===== src/verilog/pab_pkg.sv =====
/*
 * Constants for the port A / port B alternate function override block:
 * pin counts, pin positions of each shared function, reset values and
 * the serial interface role encoding.
 * Assumes a single clock domain and that every consumer imports pab_pkg::*.
 */
package pab_pkg;

	// Pin counts
	localparam int unsigned PAB_PORT_W   = 8;               // Pins per port
	localparam int unsigned PAB_NUM_PINS = 2 * PAB_PORT_W;  // Port A then port B
	localparam int unsigned PAB_PB_BASE  = PAB_PORT_W;      // First port B index in the pin vector

	// Port B pin positions
	localparam int unsigned PAB_PB_SPI_CLK = 7;             // Serial clock
	localparam int unsigned PAB_PB_SPI_CI  = 6;             // Controller in / target out
	localparam int unsigned PAB_PB_SPI_CO  = 5;             // Controller out / target in
	localparam int unsigned PAB_PB_SPI_SEL = 4;             // Target select
	localparam int unsigned PAB_PB_CMP0    = 3;             // Compare output / comparator neg
	localparam int unsigned PAB_PB_IRQ2    = 2;             // Interrupt 2 / comparator pos
	localparam int unsigned PAB_PB_CNT1    = 1;             // Counter 1 source
	localparam int unsigned PAB_PB_CNT0    = 0;             // Counter 0 source / USART clock

	// Reset values
	localparam logic [PAB_PORT_W-1:0]   PAB_RST_PORT = 8'h00;   // Per-port registers
	localparam logic [PAB_NUM_PINS-1:0] PAB_RST_PINS = 16'h0000; // Full pin vectors
	localparam logic                    PAB_RST_BIT  = 1'h0;    // Single-bit registers

	// Override value driven onto the direction path by every serial pin
	localparam logic PAB_SPI_DIR_OVR_VAL = 1'h0;

	// Serial interface role
	typedef enum logic [1:0] {
		PAB_SPI_OFF,
		PAB_SPI_CTRL,
		PAB_SPI_TGT
	} pab_spi_role_e;

endpackage


===== src/verilog/pab_pin_ctrl.sv =====
/*
 * Generic per-pin override resolver: merges the port register bits with
 * the override enables and values from one alternate function.
 * Purely combinational; the caller registers whatever reaches the pad.
 */
`timescale 1ns/1ps
module pab_pin_ctrl (
	// Port register side
	input  wire logic dir_bit_i,               // Direction register bit
	input  wire logic out_bit_i,               // Output register bit
	input  wire logic global_pullup_off_i,     // Global pull-up disable
	input  wire logic deep_sleep_i,            // Processor in a deep sleep mode
	// Overrides from the alternate function
	input  wire logic pullup_override_en_i,
	input  wire logic pullup_override_val_i,
	input  wire logic dir_override_en_i,
	input  wire logic dir_override_val_i,
	input  wire logic value_override_en_i,
	input  wire logic value_override_val_i,
	input  wire logic input_buf_override_en_i,
	input  wire logic input_buf_override_val_i,
	// Pad side
	input  wire logic pad_level_i,             // Raw pad level
	output logic      pullup_en_o,             // Pull-up switched on
	output logic      drive_en_o,              // Output driver enabled
	output logic      drive_val_o,             // Level driven when enabled
	output logic      pin_input_to_function_o  // Digital input, clamped when disabled
);
	import pab_pkg::*;

	// Plain pull-up: input with output bit set and pull-ups globally allowed
	logic plain_pullup;   // Pull-up without override
	logic input_en;       // Digital input enable after override

	assign plain_pullup = ~dir_bit_i & out_bit_i & ~global_pullup_off_i;

	// Override selects the pull-up source
	assign pullup_en_o = pullup_override_en_i ? pullup_override_val_i : plain_pullup;

	// Direction override takes the driver away from the direction bit
	assign drive_en_o = dir_override_en_i ? dir_override_val_i : dir_bit_i;

	// Value override replaces the output register bit
	assign drive_val_o = value_override_en_i ? value_override_val_i : out_bit_i;

	// Input buffer: override wins over the sleep clamp
	assign input_en = input_buf_override_en_i ? input_buf_override_val_i : ~deep_sleep_i;

	// Clamped to ground when the buffer is off, so floating pads cost no current
	assign pin_input_to_function_o = pad_level_i & input_en;

endmodule // pab_pin_ctrl


===== src/verilog/pab_port_mux.sv =====
/* Alternate function override logic for two 8-bit ports (A and B).
 * Holds the per-pin override tables, resolves them through one
 * pab_pin_ctrl per pin and registers everything that leaves the block.
 * Assumes port registers, peripherals and pads are synchronous to sys_clk_i. */
// Summary of operation
// - Port A overrides all zero; analog path only
// - Target role forces clock pin to input
// - Controller role forces pin 6 to input
// - Target role forces pin 5 to input
// - Target select forced input; active while low
// - Forced-input pull-up follows output bit, gated
// - Pin 6: controller input, target output
// - Pin 5: controller output, target input; pin 7 clock out
// - Compare output drives pin 3 when enabled and direction bit set
// - Interrupt 2 forces input buffer on
// - Pin 1 feeds counter 1, no overrides
// - Pin 0 feeds counter 0 and USART clock
// - Pin 0 direction bit picks clock direction
// - USART clock only in synchronous mode
// - Global pull-up disable turns pull-ups off
// - Direction override selects driver enable
// - Value override replaces driven level
// - Input buffer override beats sleep clamp
`timescale 1ns/1ps
module pab_port_mux (
	// Clock and reset
	input  wire logic                          sys_clk_i,
	input  wire logic                          rst_b_i,
	// Port A register bits and pads
	input  wire logic [pab_pkg::PAB_PORT_W-1:0] port_a_direction_bits_i,
	input  wire logic [pab_pkg::PAB_PORT_W-1:0] port_a_output_bits_i,
	input  wire logic [pab_pkg::PAB_PORT_W-1:0] port_a_pad_i,
	output logic      [pab_pkg::PAB_PORT_W-1:0] port_a_pad_o,
	output logic      [pab_pkg::PAB_PORT_W-1:0] port_a_pad_oe_o,
	output logic      [pab_pkg::PAB_PORT_W-1:0] port_a_pullup_o,
	output logic      [pab_pkg::PAB_PORT_W-1:0] port_a_pin_read_o,
	// Port B register bits and pads
	input  wire logic [pab_pkg::PAB_PORT_W-1:0] port_b_direction_bit_i,
	input  wire logic [pab_pkg::PAB_PORT_W-1:0] port_b_output_bit_i,
	input  wire logic [pab_pkg::PAB_PORT_W-1:0] port_b_pad_i,
	output logic      [pab_pkg::PAB_PORT_W-1:0] port_b_pad_o,
	output logic      [pab_pkg::PAB_PORT_W-1:0] port_b_pad_oe_o,
	output logic      [pab_pkg::PAB_PORT_W-1:0] port_b_pullup_o,
	output logic      [pab_pkg::PAB_PORT_W-1:0] port_b_pin_read_o,
	// Global controls
	input  wire logic                          global_pullup_off_i,
	input  wire logic                          deep_sleep_i,
	// Analog converter channels
	output logic      [pab_pkg::PAB_PORT_W-1:0] converter_channel_n_o,
	// Serial peripheral interface
	input  wire logic                          serial_periph_on_i,
	input  wire logic                          spi_controller_role_i,
	input  wire logic                          spi_clk_out_i,
	input  wire logic                          spi_ctrl_data_out_i,
	input  wire logic                          spi_tgt_data_out_i,
	output logic                               spi_clk_in_o,
	output logic                               spi_ctrl_data_in_o,
	output logic                               spi_tgt_data_in_o,
	output logic                               spi_select_in_o,
	output logic                               spi_tgt_active_o,
	// Timer 0 compare output
	input  wire logic                          compare0_out_en_i,
	input  wire logic                          compare0_output_i,
	// Comparator analog inputs
	output logic                               comparator_pos_input_o,
	output logic                               comparator_neg_input_o,
	// External interrupt 2
	input  wire logic                          ext_irq2_en_i,
	output logic                               ext_irq2_input_o,
	// Timer count sources
	output logic                               counter0_ext_source_o,
	output logic                               counter1_ext_source_o,
	// USART clock
	input  wire logic                          usart_sync_select_i,
	input  wire logic                          usart_clk_out_i,
	output logic                               usart_ext_clock_o,
	output logic                               usart_clk_is_output_o
);
	import pab_pkg::*;

	// True when the interface is switched on in the named role
	function automatic logic spi_in_role(input pab_spi_role_e role, input pab_spi_role_e want);
		spi_in_role = (role == want);
	endfunction

	// Decoded interface role
	pab_spi_role_e spi_role;

	// Role decode, off wins over the controller bit
	always_comb begin
		unique case ({serial_periph_on_i, spi_controller_role_i})
			2'b11:   spi_role = PAB_SPI_CTRL;
			2'b10:   spi_role = PAB_SPI_TGT;
			default: spi_role = PAB_SPI_OFF;   // Controller bit ignored while off
		endcase
	end

	// Role flags used by the tables below
	logic spi_ctrl_on;    // Enabled as controller
	logic spi_tgt_on;     // Enabled as target

	assign spi_ctrl_on = spi_in_role(spi_role, PAB_SPI_CTRL);
	assign spi_tgt_on  = spi_in_role(spi_role, PAB_SPI_TGT);

	// Port B override vectors, one bit per pin
	logic [PAB_PORT_W-1:0] pb_pu_oe;    // Pull-up override enable
	logic [PAB_PORT_W-1:0] pb_pu_ov;    // Pull-up override value
	logic [PAB_PORT_W-1:0] pb_dd_oe;    // Direction override enable
	logic [PAB_PORT_W-1:0] pb_dd_ov;    // Direction override value
	logic [PAB_PORT_W-1:0] pb_pv_oe;    // Value override enable
	logic [PAB_PORT_W-1:0] pb_pv_ov;    // Value override value
	logic [PAB_PORT_W-1:0] pb_die_oe;   // Input buffer override enable
	logic [PAB_PORT_W-1:0] pb_die_ov;   // Input buffer override value

	// Forced-input masks of the four serial pins, by role
	logic spi_clk_forced;   // Clock pin forced to input
	logic spi_ci_forced;    // Controller-in pin forced to input
	logic spi_co_forced;    // Controller-out pin forced to input
	logic spi_sel_forced;   // Select pin forced to input

	assign spi_clk_forced = spi_tgt_on;
	assign spi_ci_forced  = spi_ctrl_on;
	assign spi_co_forced  = spi_tgt_on;
	assign spi_sel_forced = spi_tgt_on;

	// Serial pins: pull-up and direction enables rise together in the input role
	assign pb_pu_oe[PAB_PB_SPI_CLK] = spi_clk_forced;
	assign pb_pu_oe[PAB_PB_SPI_CI]  = spi_ci_forced;
	assign pb_pu_oe[PAB_PB_SPI_CO]  = spi_co_forced;
	assign pb_pu_oe[PAB_PB_SPI_SEL] = spi_sel_forced;
	assign pb_dd_oe[PAB_PB_SPI_CLK] = spi_clk_forced;
	assign pb_dd_oe[PAB_PB_SPI_CI]  = spi_ci_forced;
	assign pb_dd_oe[PAB_PB_SPI_CO]  = spi_co_forced;
	assign pb_dd_oe[PAB_PB_SPI_SEL] = spi_sel_forced;

	// Generate for the per-pin pull-up value and zero direction value
	for (genvar s = PAB_PB_SPI_SEL; s <= PAB_PB_SPI_CLK; s++) begin : g_spi_pu
		// Output bit still steers the pull-up unless pull-ups are globally off
		assign pb_pu_ov[s] = port_b_output_bit_i[s] & ~global_pullup_off_i;
		assign pb_dd_ov[s] = PAB_SPI_DIR_OVR_VAL;
		assign pb_die_oe[s] = 1'b0;
		assign pb_die_ov[s] = 1'b0;
	end

	// Value overrides: the pins the interface drives in its current role
	assign pb_pv_oe[PAB_PB_SPI_CLK] = spi_ctrl_on;
	assign pb_pv_ov[PAB_PB_SPI_CLK] = spi_clk_out_i;
	assign pb_pv_oe[PAB_PB_SPI_CI]  = spi_tgt_on;
	assign pb_pv_ov[PAB_PB_SPI_CI]  = spi_tgt_data_out_i;
	assign pb_pv_oe[PAB_PB_SPI_CO]  = spi_ctrl_on;
	assign pb_pv_ov[PAB_PB_SPI_CO]  = spi_ctrl_data_out_i;
	assign pb_pv_oe[PAB_PB_SPI_SEL] = 1'b0;                  // Interface never drives select; port bits drive it outside target role
	assign pb_pv_ov[PAB_PB_SPI_SEL] = 1'b0;

	// Lower four pins never touch pull-up or direction; the bits decide
	for (genvar l = PAB_PB_CNT0; l <= PAB_PB_CMP0; l++) begin : g_low_fixed
		assign pb_pu_oe[l] = 1'b0;
		assign pb_pu_ov[l] = 1'b0;
		assign pb_dd_oe[l] = 1'b0;
		assign pb_dd_ov[l] = 1'b0;
	end

	// Compare output: direction bit must be set by software to reach the pad
	assign pb_pv_oe[PAB_PB_CMP0]  = compare0_out_en_i;
	assign pb_pv_ov[PAB_PB_CMP0]  = compare0_output_i;
	assign pb_die_oe[PAB_PB_CMP0] = 1'b0;
	assign pb_die_ov[PAB_PB_CMP0] = 1'b0;

	// Interrupt 2: input buffer held on so the pin can wake from deep sleep
	assign pb_pv_oe[PAB_PB_IRQ2]  = 1'b0;
	assign pb_pv_ov[PAB_PB_IRQ2]  = 1'b0;
	assign pb_die_oe[PAB_PB_IRQ2] = ext_irq2_en_i;
	assign pb_die_ov[PAB_PB_IRQ2] = 1'b1;

	// Counter 1 source: plain input, nothing overridden
	assign pb_pv_oe[PAB_PB_CNT1]  = 1'b0;
	assign pb_pv_ov[PAB_PB_CNT1]  = 1'b0;
	assign pb_die_oe[PAB_PB_CNT1] = 1'b0;
	assign pb_die_ov[PAB_PB_CNT1] = 1'b0;

	// USART clock: value override only in synchronous mode
	assign pb_pv_oe[PAB_PB_CNT0]  = usart_sync_select_i;
	assign pb_pv_ov[PAB_PB_CNT0]  = usart_clk_out_i;
	assign pb_die_oe[PAB_PB_CNT0] = 1'b0;
	assign pb_die_ov[PAB_PB_CNT0] = 1'b0;

	// Full 16-pin vectors, port A in the low half with every override zero
	logic [PAB_NUM_PINS-1:0] all_dir;      // Direction bits
	logic [PAB_NUM_PINS-1:0] all_out;      // Output bits
	logic [PAB_NUM_PINS-1:0] all_pad;      // Pad levels
	logic [PAB_NUM_PINS-1:0] all_pu_oe;
	logic [PAB_NUM_PINS-1:0] all_pu_ov;
	logic [PAB_NUM_PINS-1:0] all_dd_oe;
	logic [PAB_NUM_PINS-1:0] all_dd_ov;
	logic [PAB_NUM_PINS-1:0] all_pv_oe;
	logic [PAB_NUM_PINS-1:0] all_pv_ov;
	logic [PAB_NUM_PINS-1:0] all_die_oe;
	logic [PAB_NUM_PINS-1:0] all_die_ov;

	assign all_dir    = {port_b_direction_bit_i, port_a_direction_bits_i};
	assign all_out    = {port_b_output_bit_i, port_a_output_bits_i};
	assign all_pad    = {port_b_pad_i, port_a_pad_i};
	assign all_pu_oe  = {pb_pu_oe, PAB_RST_PORT};
	assign all_pu_ov  = {pb_pu_ov, PAB_RST_PORT};
	assign all_dd_oe  = {pb_dd_oe, PAB_RST_PORT};
	assign all_dd_ov  = {pb_dd_ov, PAB_RST_PORT};
	assign all_pv_oe  = {pb_pv_oe, PAB_RST_PORT};
	assign all_pv_ov  = {pb_pv_ov, PAB_RST_PORT};
	assign all_die_oe = {pb_die_oe, PAB_RST_PORT};
	assign all_die_ov = {pb_die_ov, PAB_RST_PORT};

	// Resolved per-pin results
	logic [PAB_NUM_PINS-1:0] res_pullup;   // Pull-up on
	logic [PAB_NUM_PINS-1:0] res_oe;       // Driver enabled
	logic [PAB_NUM_PINS-1:0] res_val;      // Driven level
	logic [PAB_NUM_PINS-1:0] res_din;      // Digital input after clamp

	// One resolver per pin
	for (genvar p = 0; p < PAB_NUM_PINS; p++) begin : g_pin
		pab_pin_ctrl u_pin (
			.dir_bit_i                (all_dir[p]),
			.out_bit_i                (all_out[p]),
			.global_pullup_off_i      (global_pullup_off_i),
			.deep_sleep_i             (deep_sleep_i),
			.pullup_override_en_i     (all_pu_oe[p]),
			.pullup_override_val_i    (all_pu_ov[p]),
			.dir_override_en_i        (all_dd_oe[p]),
			.dir_override_val_i       (all_dd_ov[p]),
			.value_override_en_i      (all_pv_oe[p]),
			.value_override_val_i     (all_pv_ov[p]),
			.input_buf_override_en_i  (all_die_oe[p]),
			.input_buf_override_val_i (all_die_ov[p]),
			.pad_level_i              (all_pad[p]),
			.pullup_en_o              (res_pullup[p]),
			.drive_en_o               (res_oe[p]),
			.drive_val_o              (res_val[p]),
			.pin_input_to_function_o  (res_din[p])
		);
	end

	// Port B digital inputs, named for the functions they feed
	logic [PAB_PORT_W-1:0] pb_din;
	assign pb_din = res_din[PAB_NUM_PINS-1:PAB_PB_BASE];

	// Pad-facing registers
	logic [PAB_NUM_PINS-1:0] pad_val_r;
	logic [PAB_NUM_PINS-1:0] pad_oe_r;
	logic [PAB_NUM_PINS-1:0] pullup_r;
	logic [PAB_NUM_PINS-1:0] pin_read_r;
	logic [PAB_PORT_W-1:0]   analog_r;     // Port A analog path samples

	// Driven level parked low when the driver is off, so outputs never float
	always_ff @(posedge sys_clk_i or negedge rst_b_i) begin
		if (!rst_b_i) begin
			pad_val_r <= PAB_RST_PINS;
			pad_oe_r  <= PAB_RST_PINS;
		end else begin
			pad_val_r <= res_val & res_oe;
			pad_oe_r  <= res_oe;
		end
	end

	// Pull-ups and port read-back
	always_ff @(posedge sys_clk_i or negedge rst_b_i) begin
		if (!rst_b_i) begin
			pullup_r   <= PAB_RST_PINS;   // Pull-ups off during reset
			pin_read_r <= PAB_RST_PINS;
		end else begin
			pullup_r   <= res_pullup;
			pin_read_r <= res_din;
		end
	end

	// Analog path mirrors the raw pad level, independent of the input buffer
	always_ff @(posedge sys_clk_i or negedge rst_b_i) begin
		if (!rst_b_i) begin
			analog_r <= PAB_RST_PORT;
		end else begin
			analog_r <= port_a_pad_i;
		end
	end

	// Function inputs, each one register stage from the pad
	logic spi_clk_in_r;
	logic spi_ctrl_din_r;
	logic spi_tgt_din_r;
	logic spi_sel_r;
	logic spi_tgt_act_r;
	logic cmp_pos_r;
	logic cmp_neg_r;
	logic irq2_r;
	logic cnt0_r;
	logic cnt1_r;
	logic usart_clk_r;
	logic usart_dir_r;

	// Serial interface inputs; select is active low in target role
	always_ff @(posedge sys_clk_i or negedge rst_b_i) begin
		if (!rst_b_i) begin
			spi_clk_in_r   <= PAB_RST_BIT;
			spi_ctrl_din_r <= PAB_RST_BIT;
			spi_tgt_din_r  <= PAB_RST_BIT;
			spi_sel_r      <= PAB_RST_BIT;
			spi_tgt_act_r  <= PAB_RST_BIT;
		end else begin
			spi_clk_in_r   <= pb_din[PAB_PB_SPI_CLK];
			spi_ctrl_din_r <= pb_din[PAB_PB_SPI_CI];
			spi_tgt_din_r  <= pb_din[PAB_PB_SPI_CO];
			spi_sel_r      <= pb_din[PAB_PB_SPI_SEL];
			spi_tgt_act_r  <= spi_tgt_on & ~pb_din[PAB_PB_SPI_SEL];
		end
	end

	// Comparator taps see the raw pad; software keeps the port quiet there
	always_ff @(posedge sys_clk_i or negedge rst_b_i) begin
		if (!rst_b_i) begin
			cmp_pos_r <= PAB_RST_BIT;
			cmp_neg_r <= PAB_RST_BIT;
		end else begin
			cmp_pos_r <= port_b_pad_i[PAB_PB_IRQ2];
			cmp_neg_r <= port_b_pad_i[PAB_PB_CMP0];
		end
	end

	// Timer, interrupt and USART clock inputs
	always_ff @(posedge sys_clk_i or negedge rst_b_i) begin
		if (!rst_b_i) begin
			irq2_r      <= PAB_RST_BIT;
			cnt0_r      <= PAB_RST_BIT;
			cnt1_r      <= PAB_RST_BIT;
			usart_clk_r <= PAB_RST_BIT;
			usart_dir_r <= PAB_RST_BIT;
		end else begin
			irq2_r      <= pb_din[PAB_PB_IRQ2];
			cnt0_r      <= pb_din[PAB_PB_CNT0];
			cnt1_r      <= pb_din[PAB_PB_CNT1];
			usart_clk_r <= pb_din[PAB_PB_CNT0] & usart_sync_select_i;
			usart_dir_r <= usart_sync_select_i &
			               port_b_direction_bit_i[PAB_PB_CNT0];
		end
	end

	// Output wiring
	assign port_a_pad_o          = pad_val_r[PAB_PB_BASE-1:0];
	assign port_a_pad_oe_o       = pad_oe_r[PAB_PB_BASE-1:0];
	assign port_a_pullup_o       = pullup_r[PAB_PB_BASE-1:0];
	assign port_a_pin_read_o     = pin_read_r[PAB_PB_BASE-1:0];
	assign port_b_pad_o          = pad_val_r[PAB_NUM_PINS-1:PAB_PB_BASE];
	assign port_b_pad_oe_o       = pad_oe_r[PAB_NUM_PINS-1:PAB_PB_BASE];
	assign port_b_pullup_o       = pullup_r[PAB_NUM_PINS-1:PAB_PB_BASE];
	assign port_b_pin_read_o     = pin_read_r[PAB_NUM_PINS-1:PAB_PB_BASE];
	assign converter_channel_n_o = analog_r;
	assign spi_clk_in_o          = spi_clk_in_r;
	assign spi_ctrl_data_in_o    = spi_ctrl_din_r;
	assign spi_tgt_data_in_o     = spi_tgt_din_r;
	assign spi_select_in_o       = spi_sel_r;
	assign spi_tgt_active_o      = spi_tgt_act_r;
	assign comparator_pos_input_o = cmp_pos_r;
	assign comparator_neg_input_o = cmp_neg_r;
	assign ext_irq2_input_o      = irq2_r;
	assign counter0_ext_source_o = cnt0_r;
	assign counter1_ext_source_o = cnt1_r;
	assign usart_ext_clock_o     = usart_clk_r;
	assign usart_clk_is_output_o = usart_dir_r;

endmodule // pab_port_mux


===== config.mk =====
export PLATFORM = sky130hd
export DESIGN_NAME = pab_port_mux
export DESIGN_NICKNAME = d
export VERILOG_FILES = /design/src/verilog/pab_pkg.sv /design/src/verilog/pab_pin_ctrl.sv /design/src/verilog/pab_port_mux.sv
export SDC_FILE = /design/constraint.sdc
export NUM_CORES = 1
export LEC_CHECK = 0
export ABC_CLOCK_PERIOD_IN_PS = 1690
export BUFFER_PORTS_ARGS = -buffer_cell sky130_fd_sc_hd__buf_2
export CORE_MARGIN = 2
export CORE_UTILIZATION = 50
export CTS_CLUSTER_DIAMETER = 200
export DETAILED_ROUTE_END_ITERATION = 10
export GPL_TIMING_DRIVEN = 0
export PLACE_DENSITY = 0.83
export SETUP_SLACK_MARGIN = 0.5
export SYNTH_ARGS = -nofsm -noshare
export SYNTH_HDL_FRONTEND = slang
export SYNTH_HIERARCHICAL = 1
export SYNTH_SLANG_ARGS = --single-unit

===== constraint.sdc =====
create_clock -name sys_clk_i -period 1.69 [get_ports sys_clk_i]
set_clock_uncertainty 0.1 [all_clocks]
set_input_delay 0.338 -clock sys_clk_i [delete_from_list [all_inputs] [get_ports sys_clk_i]]
set_output_delay 0.338 -clock sys_clk_i [all_outputs]
set_load 0.1 [all_outputs]

Word level (Yosys, flattened, before mapping)
Cells that the tools add are included.

word-level totals
  register bits = 84
  input port bits = 62
  logic and storage cells = 111

cells by class
  mux-type cells = 15
  bitwise gates (word level) = 75
  equality and inequality tests = 4

operator list
  operator            count
  $and 1x1->1         55
  $not 1->1           19
  $and 16x16->16      1
  $mux 1              14
  $eq 2x2->1 const B  3
  $pmux 2 s2          1
  $eq 2x1->1 const B  1

Longest topological paths before layout
Gate-level depths: netlist (run 1).

  depth after elaboration = 5
  mapped depth = 4
  mapped depth without buffers = 4

Modules after synthesis
Netlist (run 1), hierarchy kept.

modules (own cells, without submodules)
  module        times used  area each (um^2)  cells an instance  sequential area each (um^2)
  pab_port_mux  1           2149.6            111                1926.8
  pab_pin_ctrl  16          61.3              9                  0.0

Worst setup path after synthesis (run 1)
OpenSTA, ideal clock, no wires.

  path type = reg2out
  start = reg pin_read_r[8]
  end = out port_b_pin_read_o[0] in the netlist's numbering
  slack = -0.072 ns
  arrival time = 1.324 ns
  path buffers = 1
  stages on the path, launching flop included = 2
  cell sequence = dfrtp_1 > buf_4

RTL lines
  what                    line                 RTL
  from (decl)             pab_port_mux.sv:249  logic [PAB_NUM_PINS-1:0] pin_read_r;
  from (signal assigned)  pab_port_mux.sv:270  pin_read_r <= res_din;
  to (decl)               pab_port_mux.sv:44   output logic [pab_pkg::PAB_PORT_W-1:0] port_b_pin_read_o,

No word-level cell between the ends.

Final worst setup path (run 1)
  start = reg pin_read_r[9]
  end = out port_b_pin_read_o[1] in the netlist's numbering

No word-level cell between the ends.

==> impl_results.md, run 1 <==
* Mapped Avg Cell Area at about 12 um^2
* CTS tree: done
* Library cells used by synthesis at 13
* Status: complete, but fails checks
* Post-synth design cell area at 0.003131 mm^2
* Largest area contributor in the netlist: dfrtp_1
* Final Util at about 96%
* Worst slew pin tran at 0.6374 ns
* Antenna cells at 0
* Synth warn at 6
* Sw frac at around two fifths
* Synth Area in Adders at 0%
* Routed wire length at between 15 and 20 mm
* Post-route ant nets at 0
* Largest net degree at the start of global routing at a little over 50
* Vias per cell at 5.311
* GRT Util Overall at roughly 32%
* I/O Buffers at approximately 150
* Placer Congestion at between 0.7 and 0.8
* Worst EP arrival at ~1.2 ns
* Setup CP Type: flop to output pin
* WL/cell at roughly 24 um
* Combinational power share at 35.2%
* Slew Viols, Final at 0
* Post-route cell area at 0.005767 mm^2
* Largest family of logic cells by synthesized area: compound AO/OA/AOI/OAI gates
* Period utilisation layout at about 95%
* Post CTS Setup Buffer Count at 0
* CTS Buffer Depth at 2
* Mux share of post-synthesis cell area at under 10%
* Final #Nets at 619
* Synth area leaders: dfrtp_1, o41ai_2, mux2_2
* Commonest non-fill, non-tap cell in the layout: conb_1
* Vias in the first global route at around 3300
* Post-synthesis sequential element count at a little under 80
* Root buffer cell: clkbuf_8
* Worst setup SP type: flop
* Die Area at a little under 0.007 mm^2
* Global route overflow at 0
* First-pass GRT wire length at 16.87 mm
* Share of power burned in registers at between 30% and 40%
* Cells after Synth at 255
* Yosys top cell area share at 61.55%
* Clock power frac at a little over a quarter
* Clock transition at path regs at about 0.09 ns
* DR iter-0 viols at around 350
* Endpoints failing setup at 0
* Via count at 3383
* Peak VDD IR at approximately 0.00066 V
* Final hold vios at 27
* LEAKAGE at between 2 and 3 nW
* P_sw at about 2.2 mW
* Die W at a little over 80 um
* Compound-Gate Fraction of Synth Area at between 10% and 20%
* H-tree depth at 3
* Post-Synth XOR/XNOR Area at 0%
* Fin crit period at 1.601 ns
* Share of layout cells above drive strength 1 at around 50%
* # DRC at 0
* Critical path capture point type: output pin
* Fmax at roughly 620 MHz
* Worst min-delay path category: input port to async pin
* # fillers at 120
* Most frequent cells in the layout: conb_1, dfrtp_2, buf_2
* DP HPWL at approximately 5.8 mm
* Worst Path Max Fanout at 2
* Die height at 83.13 um
* DRT Pass-1 Iters at 6
* Io pins at ~150
* Initial antenna violation count at 0
* Pwr/cell area at 966.1 mW/mm^2
* Row count at 28
* Worst hold slack at -0.1965 ns
* Post-Place Cell Area at around 0.0047 mm^2
* Register area share after synthesis at between 60 and 70%
* Simple-gate area share of the yosys netlist at 14.15%
* Cts bufs inserted at 9
* Failing checks: hold timing
* RSZ-0062 raised after global routing: true
* Int Power at 3.340 mW
* WP data required at approximately 1.3 ns
* Synth-to-layout area growth at 84.21%
* Core area at approximately 0.006 mm^2
* Crit path from: pin_read_r[9]
* Starting Density at between 50% and 60%
* Max cap viols at 0
* Clock sink count at 77
* Relative slew slack at between 50% and 60%
==> logic make-up (layout without fill, tap and decap cells) <==
family	count (synthesis)	after routing
multiplexers	16	16
AND/OR/NAND/NOR	89	89
buffers and inverters	23	189
flip-flops	77	77
AO/OA/AOI/OAI	48	48
other	2	143
==> per-stage QoR <==
step           setup TNS (ns)  setup WS [ns]  hold WS, ns  cells  total power [mW]
6_report                    0        0.08908      -0.1965    637             5.571
5_1_grt                     0        0.07300      -0.1753    637             5.687
4_1_cts                     0         0.1135      -0.1828    633             5.304
3_5_place_dp                0         0.2088       0.1901    617             3.613
3_3_place_gp           -33.77        -0.5364       0.3589    616             3.575
2_1_floorplan               0         0.3822     -0.05759    396             3.293
==> power by group through the flow <==
stage               combinational (mW)  sequential, mW  clock, mW
finish                            1.96            2.09       1.52
global placement                  1.52            2.05          0
detailed placement                1.55            2.06          0
floorplan                        0.325            2.97          0
CTS                               1.77            2.06       1.47
global route                      2.00            2.09       1.59
==> cell type report <==
cell class / count / area [um^2] / area share, %
plain buffers: 7 / 131.4 / 2.278
multi-input cells: 296 / 1642 / 28.47
repair buffers: 150 / 1589 / 27.55
clock inverters: 4 / 45.04 / 0.7811
clock buffers: 12 / 165.2 / 2.864
well taps: 75 / 93.84 / 1.627
flip-flops and latches: 77 / 2041 / 35.39
inverters: 16 / 60.06 / 1.041
==> synth_stat cells, drive strengths merged <==
master and count:
o21ai 16, nor2b 5, nand2 48, inv 16
a21boi 16, mux2 16, dfrtp 77, and2 19
buf 7, o41ai 16, nor3b 1, conb 2
or2 16
==> flip-flops by register name, summed over array words and instances (netlist names) <==
signal / cells
usart_clk_is_output_o: 1
pad_val_r: 16
comparator_pos_input_o: 1
pad_oe_r: 16
converter_channel_n_o: 8
usart_ext_clock_o: 1
spi_tgt_active_o: 1
pullup_r: 16
comparator_neg_input_o: 1
pin_read_r: 16
==> routing by layer <==
metal / up-vias / share of wire [%] / track usage (%)
met1: 1598 / 32 / 33.64
li1: 1305 / - / -
met5: - / 0 / 0
met4: 0 / 8.6 / 15.50
met2: 355 / 49 / 57.84
met3: 125 / 10 / 11.23
==> worst max-delay path, cell delays in order (launching register included) <==
cell and delay, ns:
dfrtp_4 0.52, buf_12 0.14, buf_12 0.15
==> path summary, 6_finish.rpt <==
path / end / cells past startpoint
max: port_b_pin_read_o[1] / 2
min in group sys_clk_i: converter_channel_n_o[6] / 1
max in group asynchronous: pin_read_r[13] / 2
min: pullup_r[8] / 1
==> repair_timing <==
item / in CTS / in global routing
resized for setup: 199 / 34
setup endpoints to repair: 84 / 84
endpoints found under the hold margin: 27 / 31
(Power assumes the default switching activity.)
==> run 2: changes to the inputs <==
- REMOVE_ABC_BUFFERS: not set -> 1
==> impl_results.md, run 2 (same netlist as run 1, synthesis figures left out) <==
* Status: complete, no violations (was complete, but fails checks)
* DR iter-0 viols at 322 (was 353)
* Post-Place Cell Area at 0.004457 mm^2 (was 0.004723 mm^2)
* Clock sink count at 77 (unchanged)
* Fin crit period at 1.478 ns (was 1.601 ns)
* Slowest CP cell: dfrtp_1 (was dfrtp_4)
* DP Worst Slack at -0.2695 ns (was 0.2088 ns)
* GRT Util Overall at 30.05% (was 32.33%)
* Slew Viols, Final at 0 (unchanged)
* CP peak stage delay at 0.45 ns (was 0.52 ns)
* CP cell instances: buf_8 (was buf_12 > buf_12)
* Vias per cell at 5.333 (was 5.311)
* CTS Buffer Depth at 2 (unchanged)
* Final Util at 96.01% (was 96.26%)
* Global route overflow at 0 (unchanged)
* Placer Congestion at 0.7651 (was 0.7686)
* Synth-to-layout area growth at 83.73% (was 84.21%)
* I/O Buffers at 145 (unchanged)
* Io pins at 146 (unchanged)
* Setup TNS at 0 ns (unchanged)
* Routed wire length at 15.68 mm (was 15.30 mm)
* Max cap viols at 0 (unchanged)
* Setup CP Type: flop to output pin (unchanged)
* Multi-input combinational cell area at 0.001629 mm^2 (was 0.001642 mm^2)
* Register area at 0.001932 mm^2 (was 0.002041 mm^2)
* Min-delay src: port_a_pad_i[2]
* Die Area at 0.006910 mm^2 (unchanged)
* Most frequent cells in the layout: conb_1, dfrtp_1, buf_2 (was conb_1, dfrtp_2, buf_2)
* # DRC at 0 (unchanged)
* DR WL met2 at 7.788 mm (was 7.502 mm)
* Vias in the first global route at 3247 (was 3251)
* Relative slew slack at 58.20% (was 57.51%)
* Critical path capture point type: output pin (unchanged)
* Clock transition at path regs at 0.09 ns (about the same)
* WL/cell at 24.43 um (was 24.02 um)
* Via count at 3424 (was 3383)
* Met1 Wirelength at 4.632 mm (was 4.928 mm)
* RSZ-0062 raised after global routing: true (unchanged)
* Worst EP arrival at 1.04 ns (was 1.16 ns)
* Worst slew pin tran at 0.6269 ns (was 0.6374 ns)
* Worst Path Max Fanout at 2 (unchanged)
* Root buffer cell: clkbuf_8 (unchanged)
* CTS tree: done (unchanged)
* # fillers at 132 (was 120)
* Largest net degree at the start of global routing at 57 (was 51)
* Commonest non-fill, non-tap cell in the layout: conb_1 (unchanged)
* Worst min-delay path category: input port to flop (was input port to async pin)
* Starting Density at 52.26% (unchanged)
* DRT Pass-1 Iters at 6 (unchanged)
* Row count at 28 (unchanged)
* Period utilisation layout at 87.48% (was 94.73%)
* WP data required at 1.25 ns (about the same)
* DR top layer: met4 (unchanged)
* H-tree depth at 3 (unchanged)
* Post-route ant nets at 0 (unchanged)
* Endpoints failing setup at 0 (unchanged)
* Setup ws final at 0.2116 ns (was 0.08908 ns)
* Die W at 83.13 um (unchanged)
* Total power at 5.730 mW (was 5.571 mW)
* Hold Path Cell Cnt at 1
* Crit path from: pin_read_r[8] (was pin_read_r[9])
* LEAKAGE at 2.934 nW (was 2.826 nW)
* Met3 wire len at 1.557 mm (was 1.560 mm)
* Hold endpoint: converter_channel_n_o[2]
* Cts bufs inserted at 9 (unchanged)
* Final hold vios at 0 (was 27)
* Pwr/cell area at 996.1 mW/mm^2 (was 966.1 mW/mm^2)
* Family with the most delay on the worst path: flip-flops (unchanged)
* Share of layout cells above drive strength 1 at 36.48% (was 50.00%)
* DP HPWL at 5.439 mm (was 5.774 mm)
* Post-route cell area at 0.005752 mm^2 (was 0.005767 mm^2)
* Core area at 0.005991 mm^2 (unchanged)
* Final #Nets at 619 (unchanged)
* Die height at 83.13 um (unchanged)
* Worst setup SP type: flop (unchanged)
* Peak VDD IR at 0.0009452 V (was 0.0006633 V)
* Fmax at 676.4 MHz (was 624.6 MHz)
* Initial antenna violation count at 3 (was 0)
* First-pass GRT wire length at 15.93 mm (was 16.87 mm)
* CP Buf/Inv Count at 1 (was 2)
-- run 2: cell count changes in the layout (fill, tap and decap cells not counted), sizes merged --
cell	change
buf	-3
bufinv	+1
clkbuf	+1
clkinv	-1
diode	+5
dlygate4sd3	+2
-- run 2: power by group --
group	switching, mW	internal [mW]	total, mW
logic	1.41	0.574	1.98
clock network	0.765	0.911	1.68
registers	0.111	1.96	2.07
total	2.28	3.45	5.73
-- run 2: through the flow --
step,instances,hold WS [ns]
after global placement,609,0.3573
after global routing,642,-0.003064
after detailed placement,610,0.1524
final,642,0.007193
after CTS,631,0.002062
after floorplan,389,-0.05759
-- run 2: how the worst max path moves through the flow --
stage,endpoint,slack (ns),depth (start not counted)
2_1_floorplan,counter0_ext_source_o,-0.23,0
3_3_place_gp,pad_oe_r[10],-0.30,1
3_5_place_dp,pad_val_r[13],-0.27,4
4_1_cts,port_b_pin_read_o[4],0.27,1
5_1_grt,counter0_ext_source_o,0.20,1
6_report,counter0_ext_source_o,0.21,1
-- run 2: area by class of cell --
class	instances	area share (%)
flip-flops and latches	77	33.59
repair buffers	157	31.28
multi-input cells	296	28.32
clock buffers	12	2.697
well taps	75	1.631
clock inverters	4	1.218
inverters	16	1.044
diodes	5	0.2175
-- run 2: repair_timing --
action / in CTS / in global routing
gates resized for setup: 242 / 32
cloned: 0 / 1
buffers inserted: 0 / 4
setup endpoints to repair: 94 / 92
hold buffers: 5 / 1
endpoints found under the hold margin: 25 / 1
-- run 2: per-layer routing --
layer | vias up | global-route usage [%]
met5 | - | 0
met4 | 0 | 18.63
met3 | 140 | 7.654
met2 | 348 | 54.11
met1 | 1624 | 30.95
li1 | 1312 | -
==> run 3: changes to the inputs <==
--- a/config.mk
+++ b/config.mk
@@ -6,4 +6,5 @@
 export NUM_CORES = 1
 export LEC_CHECK = 0
+export ABC_AREA = 1
 export ABC_CLOCK_PERIOD_IN_PS = 1690
 export BUFFER_PORTS_ARGS = -buffer_cell sky130_fd_sc_hd__buf_2
==> constraint.sdc (replaced) <==
create_clock -name sys_clk_i -period 1.69 [get_ports sys_clk_i]
set_clock_uncertainty 0.1 [all_clocks]
set_input_delay 0.169 -clock sys_clk_i [delete_from_list [all_inputs] [get_ports sys_clk_i]]
set_output_delay 0.169 -clock sys_clk_i [all_outputs]
set_load 0.1 [all_outputs]
==> impl_results.md, run 3 <==
* Status: aborted with a tool error (was complete, no violations)
* Last stage: global routing
* First Error: [ERROR GRT-0232] Routing congestion too high. Check the congestion heatmap in the GUI.
* Cells after Synth at 392 (was 255)
* Synth Flop Type: dfrtp_1 (unchanged)
* I/O Buffers at 145 (unchanged)
* DP HPWL at 5.910 mm (was 5.439 mm)
* Placer Congestion at 0.7882 (was 0.7651)
* Largest area contributor in the netlist: dfrtp_1 (unchanged)
* Mapped Avg Cell Area at 8.114 um^2 (was 12.28 um^2)
* Largest net degree at the start of global routing at between 40 and 50
* Root buffer cell: clkbuf_8 (unchanged)
* Worst ep type: top-level output
* Yosys top cell area share at 60.58% (was 61.55%)
* Synth area leaders: dfrtp_1, nand2_1, inv_1 (was dfrtp_1, o41ai_2, mux2_2)
* Global route overflow at between 200 and 250
* Library cells used by synthesis at 10 (was 13)
* Post CTS Setup Buffer Count at 0 (unchanged)
* Io pins at 146 (unchanged)
* Row count at 29 (was 28)
* Worst setup endpoint GRT: spi_select_in_o
* Cts bufs inserted at 9 (unchanged)
* Clock sink count at 77 (unchanged)
* Die W at 83.76 um (was 83.13 um)
* Top post-synthesis cells by count: nand2_1, dfrtp_1, inv_1 (was dfrtp_1, nand2_1, and2_1)
* Most common cell in the netlist: nand2_1 (was dfrtp_1)
* Post-synthesis sequential element count at 77 (unchanged)
* Synth warn at 6 (unchanged)
* Register area share after synthesis at 60.58% (was 61.55%)
* Async SR Flop Fraction at 100.0% (unchanged)
* CTS Buffer Depth at 2 (unchanged)
* Post-synth design cell area at 0.003181 mm^2 (was 0.003131 mm^2)
* GRT Util Overall at between 80% and 90%
* Die height at 83.76 um (was 83.13 um)
* Starting Density at 50.96% (was 52.26%)
* H-tree depth at 3 (unchanged)
* EDFF count, synth at 0 (unchanged)
run 3: cells by family after synthesis:
family	after synthesis	synth area share (%)
simple gates	201	23.88
buf+inv	80	10.27
flops	77	60.58
compound gates	32	5.036
other cells	2	0.2361
run 3: through the flow:
| stage | instances | hold WS [ns] | instance area [um^2] | util (%) | worst slack [ns] |
|---|---|---|---|---|---|
| after global placement | 745 | 0.1933 | 4468 | 71.59 | -0.1416 |
| after detailed placement | 746 | 0.04987 | 4491 | 71.95 | 0.4985 |
| after floorplan | 523 | -0.2266 | 3646 | - | -0.05771 |
| after CTS | 799 | 0.002114 | 5853 | 93.79 | 0.4320 |
run 3: per-layer routing:
metal,GRT usage [%],GRT overflow
met5,14.39,0
met4,98.24,86
met3,61.82,0
met2,106.3,159
met1,81.67,0
run 3: what timing repair did:
action / in CTS
hold buffers: 37
gates cloned: 0
endpoints found under the setup margin: 84
hold endpoints to repair: 96
gates resized for setup: 237
==> run 4: changes to the inputs <==
- CORE_UTILIZATION: 50 -> 40
- CTS_CLUSTER_DIAMETER: 200 -> not set
- PLACE_DENSITY: 0.83 -> not set
- PLACE_DENSITY_LB_ADDON: not set -> 0.15
- SETUP_SLACK_MARGIN: 0.5 -> not set
==> impl_results.md, run 4 <==
* Routed wire length at around 7.2 mm
* Library cells used by synthesis at 10 (unchanged)
* Synth Flop Type: dfrtp_1 (unchanged)
* DR iter-0 viols at 46
* CTS Buffer Depth at 2 (unchanged)
* Commonest non-fill, non-tap cell in the layout: buf_2
* Endpoints failing setup at 0
* Largest area contributor in the netlist: dfrtp_1 (unchanged)
* Vias per cell at around 3.7
* Slew Viols, Final at 0
* Cells after Synth at 392 (unchanged)
* Slowest CP cell: dlygate4sd3_1
* Die Area at just under 0.009 mm^2
* Top post-synthesis cells by count: nand2_1, dfrtp_1, inv_1 (unchanged)
* Die W at 93.17 um (was 83.76 um)
* Cts bufs inserted at 9 (unchanged)
* Worst min-delay path category: input port to flop
* Worst hold slack at 0.02063 ns
* Core area at 0.007727 mm^2
* GRT Util Overall at a little under a fifth
* First-pass GRT wire length at about 12 mm
* # fillers at 680
* Die height at 93.17 um (was 83.76 um)
* Worst setup SP type: input port
* Worst Path Max Fanout at 2
* Async SR Flop Fraction at 100.0% (unchanged)
* I/O Buffers at 145 (unchanged)
* DP HPWL at 5.286 mm (was 5.910 mm)
* Synth-to-layout area growth at 59.32%
* Yosys top cell area share at 60.58% (unchanged)
* Global route hottest layer: met2
* LEAKAGE at roughly 3.1 nW
* Most common cell in the netlist: nand2_1 (unchanged)
* Setup CP Type: input port to flop
* Clock sink count at 77 (unchanged)
* Met3 usage at 6.688%
* Worst slew pin tran at ~0.51 ns
* Crit path from: serial_periph_on_i
* CTS resizes at 0 (was 237)
* H-tree depth at 3 (unchanged)
* Starting Density at 41.16% (was 50.96%)
* Post-route ant nets at 0
* Synth area leaders: dfrtp_1, nand2_1, inv_1 (unchanged)
* Placer Congestion at 0.7508 (was 0.7882)
* Period utilisation layout at between 80% and 90%
* Post-synth design cell area at 0.003181 mm^2 (unchanged)
* Initial antenna violation count at 0
* Final hold vios at 0
* Io pins at 146 (unchanged)
* Mapped Avg Cell Area at 8.114 um^2 (unchanged)
* Pwr/cell area at about 950 mW/mm^2
* Met1 capacity usage during global routing at between 10% and 20%
* CP peak stage delay at 0.57 ns
* Post-synthesis sequential element count at 77 (unchanged)
* Via count at 3049
* Fin crit period at roughly 1.4 ns
* Largest net degree at the start of global routing at 47
* CP cell instances: dlygate4sd3_1 > buf_2 > nand2_2 > dlygate4sd3_1 > nor2_2
* Peak VDD IR at 0.0003849 V
* Vias in the first global route at a little over 3000
* EDFF count, synth at 0 (unchanged)
* Max cap viols at 0
* Final #Nets at 778
* Worst EP arrival at 1.54 ns
* CTS tree: done
* Critical path capture point type: flop
* # DRC at 0
* Row count at 32 (was 29)
* Total power at between 4 and 5 mW
* Status: complete, no violations (was aborted with a tool error)
* Antenna cells at 0
* Relative slew slack at between 60% and 70%
* WP data required at 1.81 ns
* Register area share after synthesis at 60.58% (unchanged)
* Fmax at between 700 and 800 MHz
* DRT Pass-1 Iters at 4
* Most frequent cells in the layout: buf_2, conb_1, nand2_1
* Setup ws final at 0.2757 ns
* Min-delay src: spi_ctrl_data_out_i
* Clock transition at path regs at about 0.070 ns
* Global routing usage on met2 at approximately a third
* Share of layout cells above drive strength 1 at a little under a quarter
* WL/cell at about 8.7 um
* DP Worst Slack at 0.4711 ns (was 0.4985 ns)
* Synth warn at 6 (unchanged)
* Global route overflow at 0
* Setup TNS at 0 ns
* Root buffer cell: clkbuf_8 (unchanged)
* Crit-path most repeated cell: dlygate4sd3_1
* RSZ-0062 raised after global routing: false
## run 4: cell counts after synthesis
No cell type changed its count.
## run 4: timing repair
action,in CTS,in global routing
hold buffers,36,0
setup buffers,0,0
hold endpoints to repair,92,0
## run 4: metal layers
| layer | vias to the layer above | part of all wire (%) | wire length, um |
|---|---|---|---|
| li1 | 1640 | - | - |
| met1 | 1298 | 39 | 2810 |
| met2 | 101 | 50 | 3626 |
| met3 | 10 | 8.6 | 615 |
| met4 | 0 | 1.9 | 135 |
| met5 | - | 0 | 0 |
## run 4: final timing paths
check                                         end  depth (start not counted)
min in group asynchronous  comparator_pos_input_o                          2
min                                 pad_val_r[13]                          5
max in group asynchronous             pad_oe_r[9]                          3
max                              spi_tgt_active_o                          5
## run 4: worst max-delay path, delay by kind of cell
kind          cells  cell delay (ns)
buf+inv           3             1.27
simple gates      2             0.11
## run 4: cell families after synthesis
group	count (synthesis)	share of synthesized area (%)
other cells	2	0.2361
flops	77	60.58
compound gates	32	5.036
buf+inv	80	10.27
simple gates	201	23.88
## run 4: per-stage QoR
step | area, um^2 | utilization (%) | instances
floorplan | 3646 | - | 523
global placement | 4499 | 58.23 | 770
detailed placement | 4529 | 58.61 | 771
CTS | 5067 | 65.58 | 823
global route | 5067 | 65.58 | 823
finish | 5067 | 65.58 | 823
## run 4: final cells by class
cell class	instances	area [um^2]	share of cell area, %
Timing Repair Buffer	182	1116	22.02
Clock buffer	12	155.1	3.062
Inverter	73	274.0	5.407
Tap cell	102	127.6	2.519
Sequential cell	77	1927	38.02
Clock inverter	4	22.52	0.4444
Multi-Input combinational cell	373	1445	28.52
## run 4: where the power goes
| group | internal [mW] | switching, mW |
|---|---|---|
| registers | 1.96 | 0.0279 |
| logic | 0.284 | 1.31 |
| clock network | 0.606 | 0.626 |
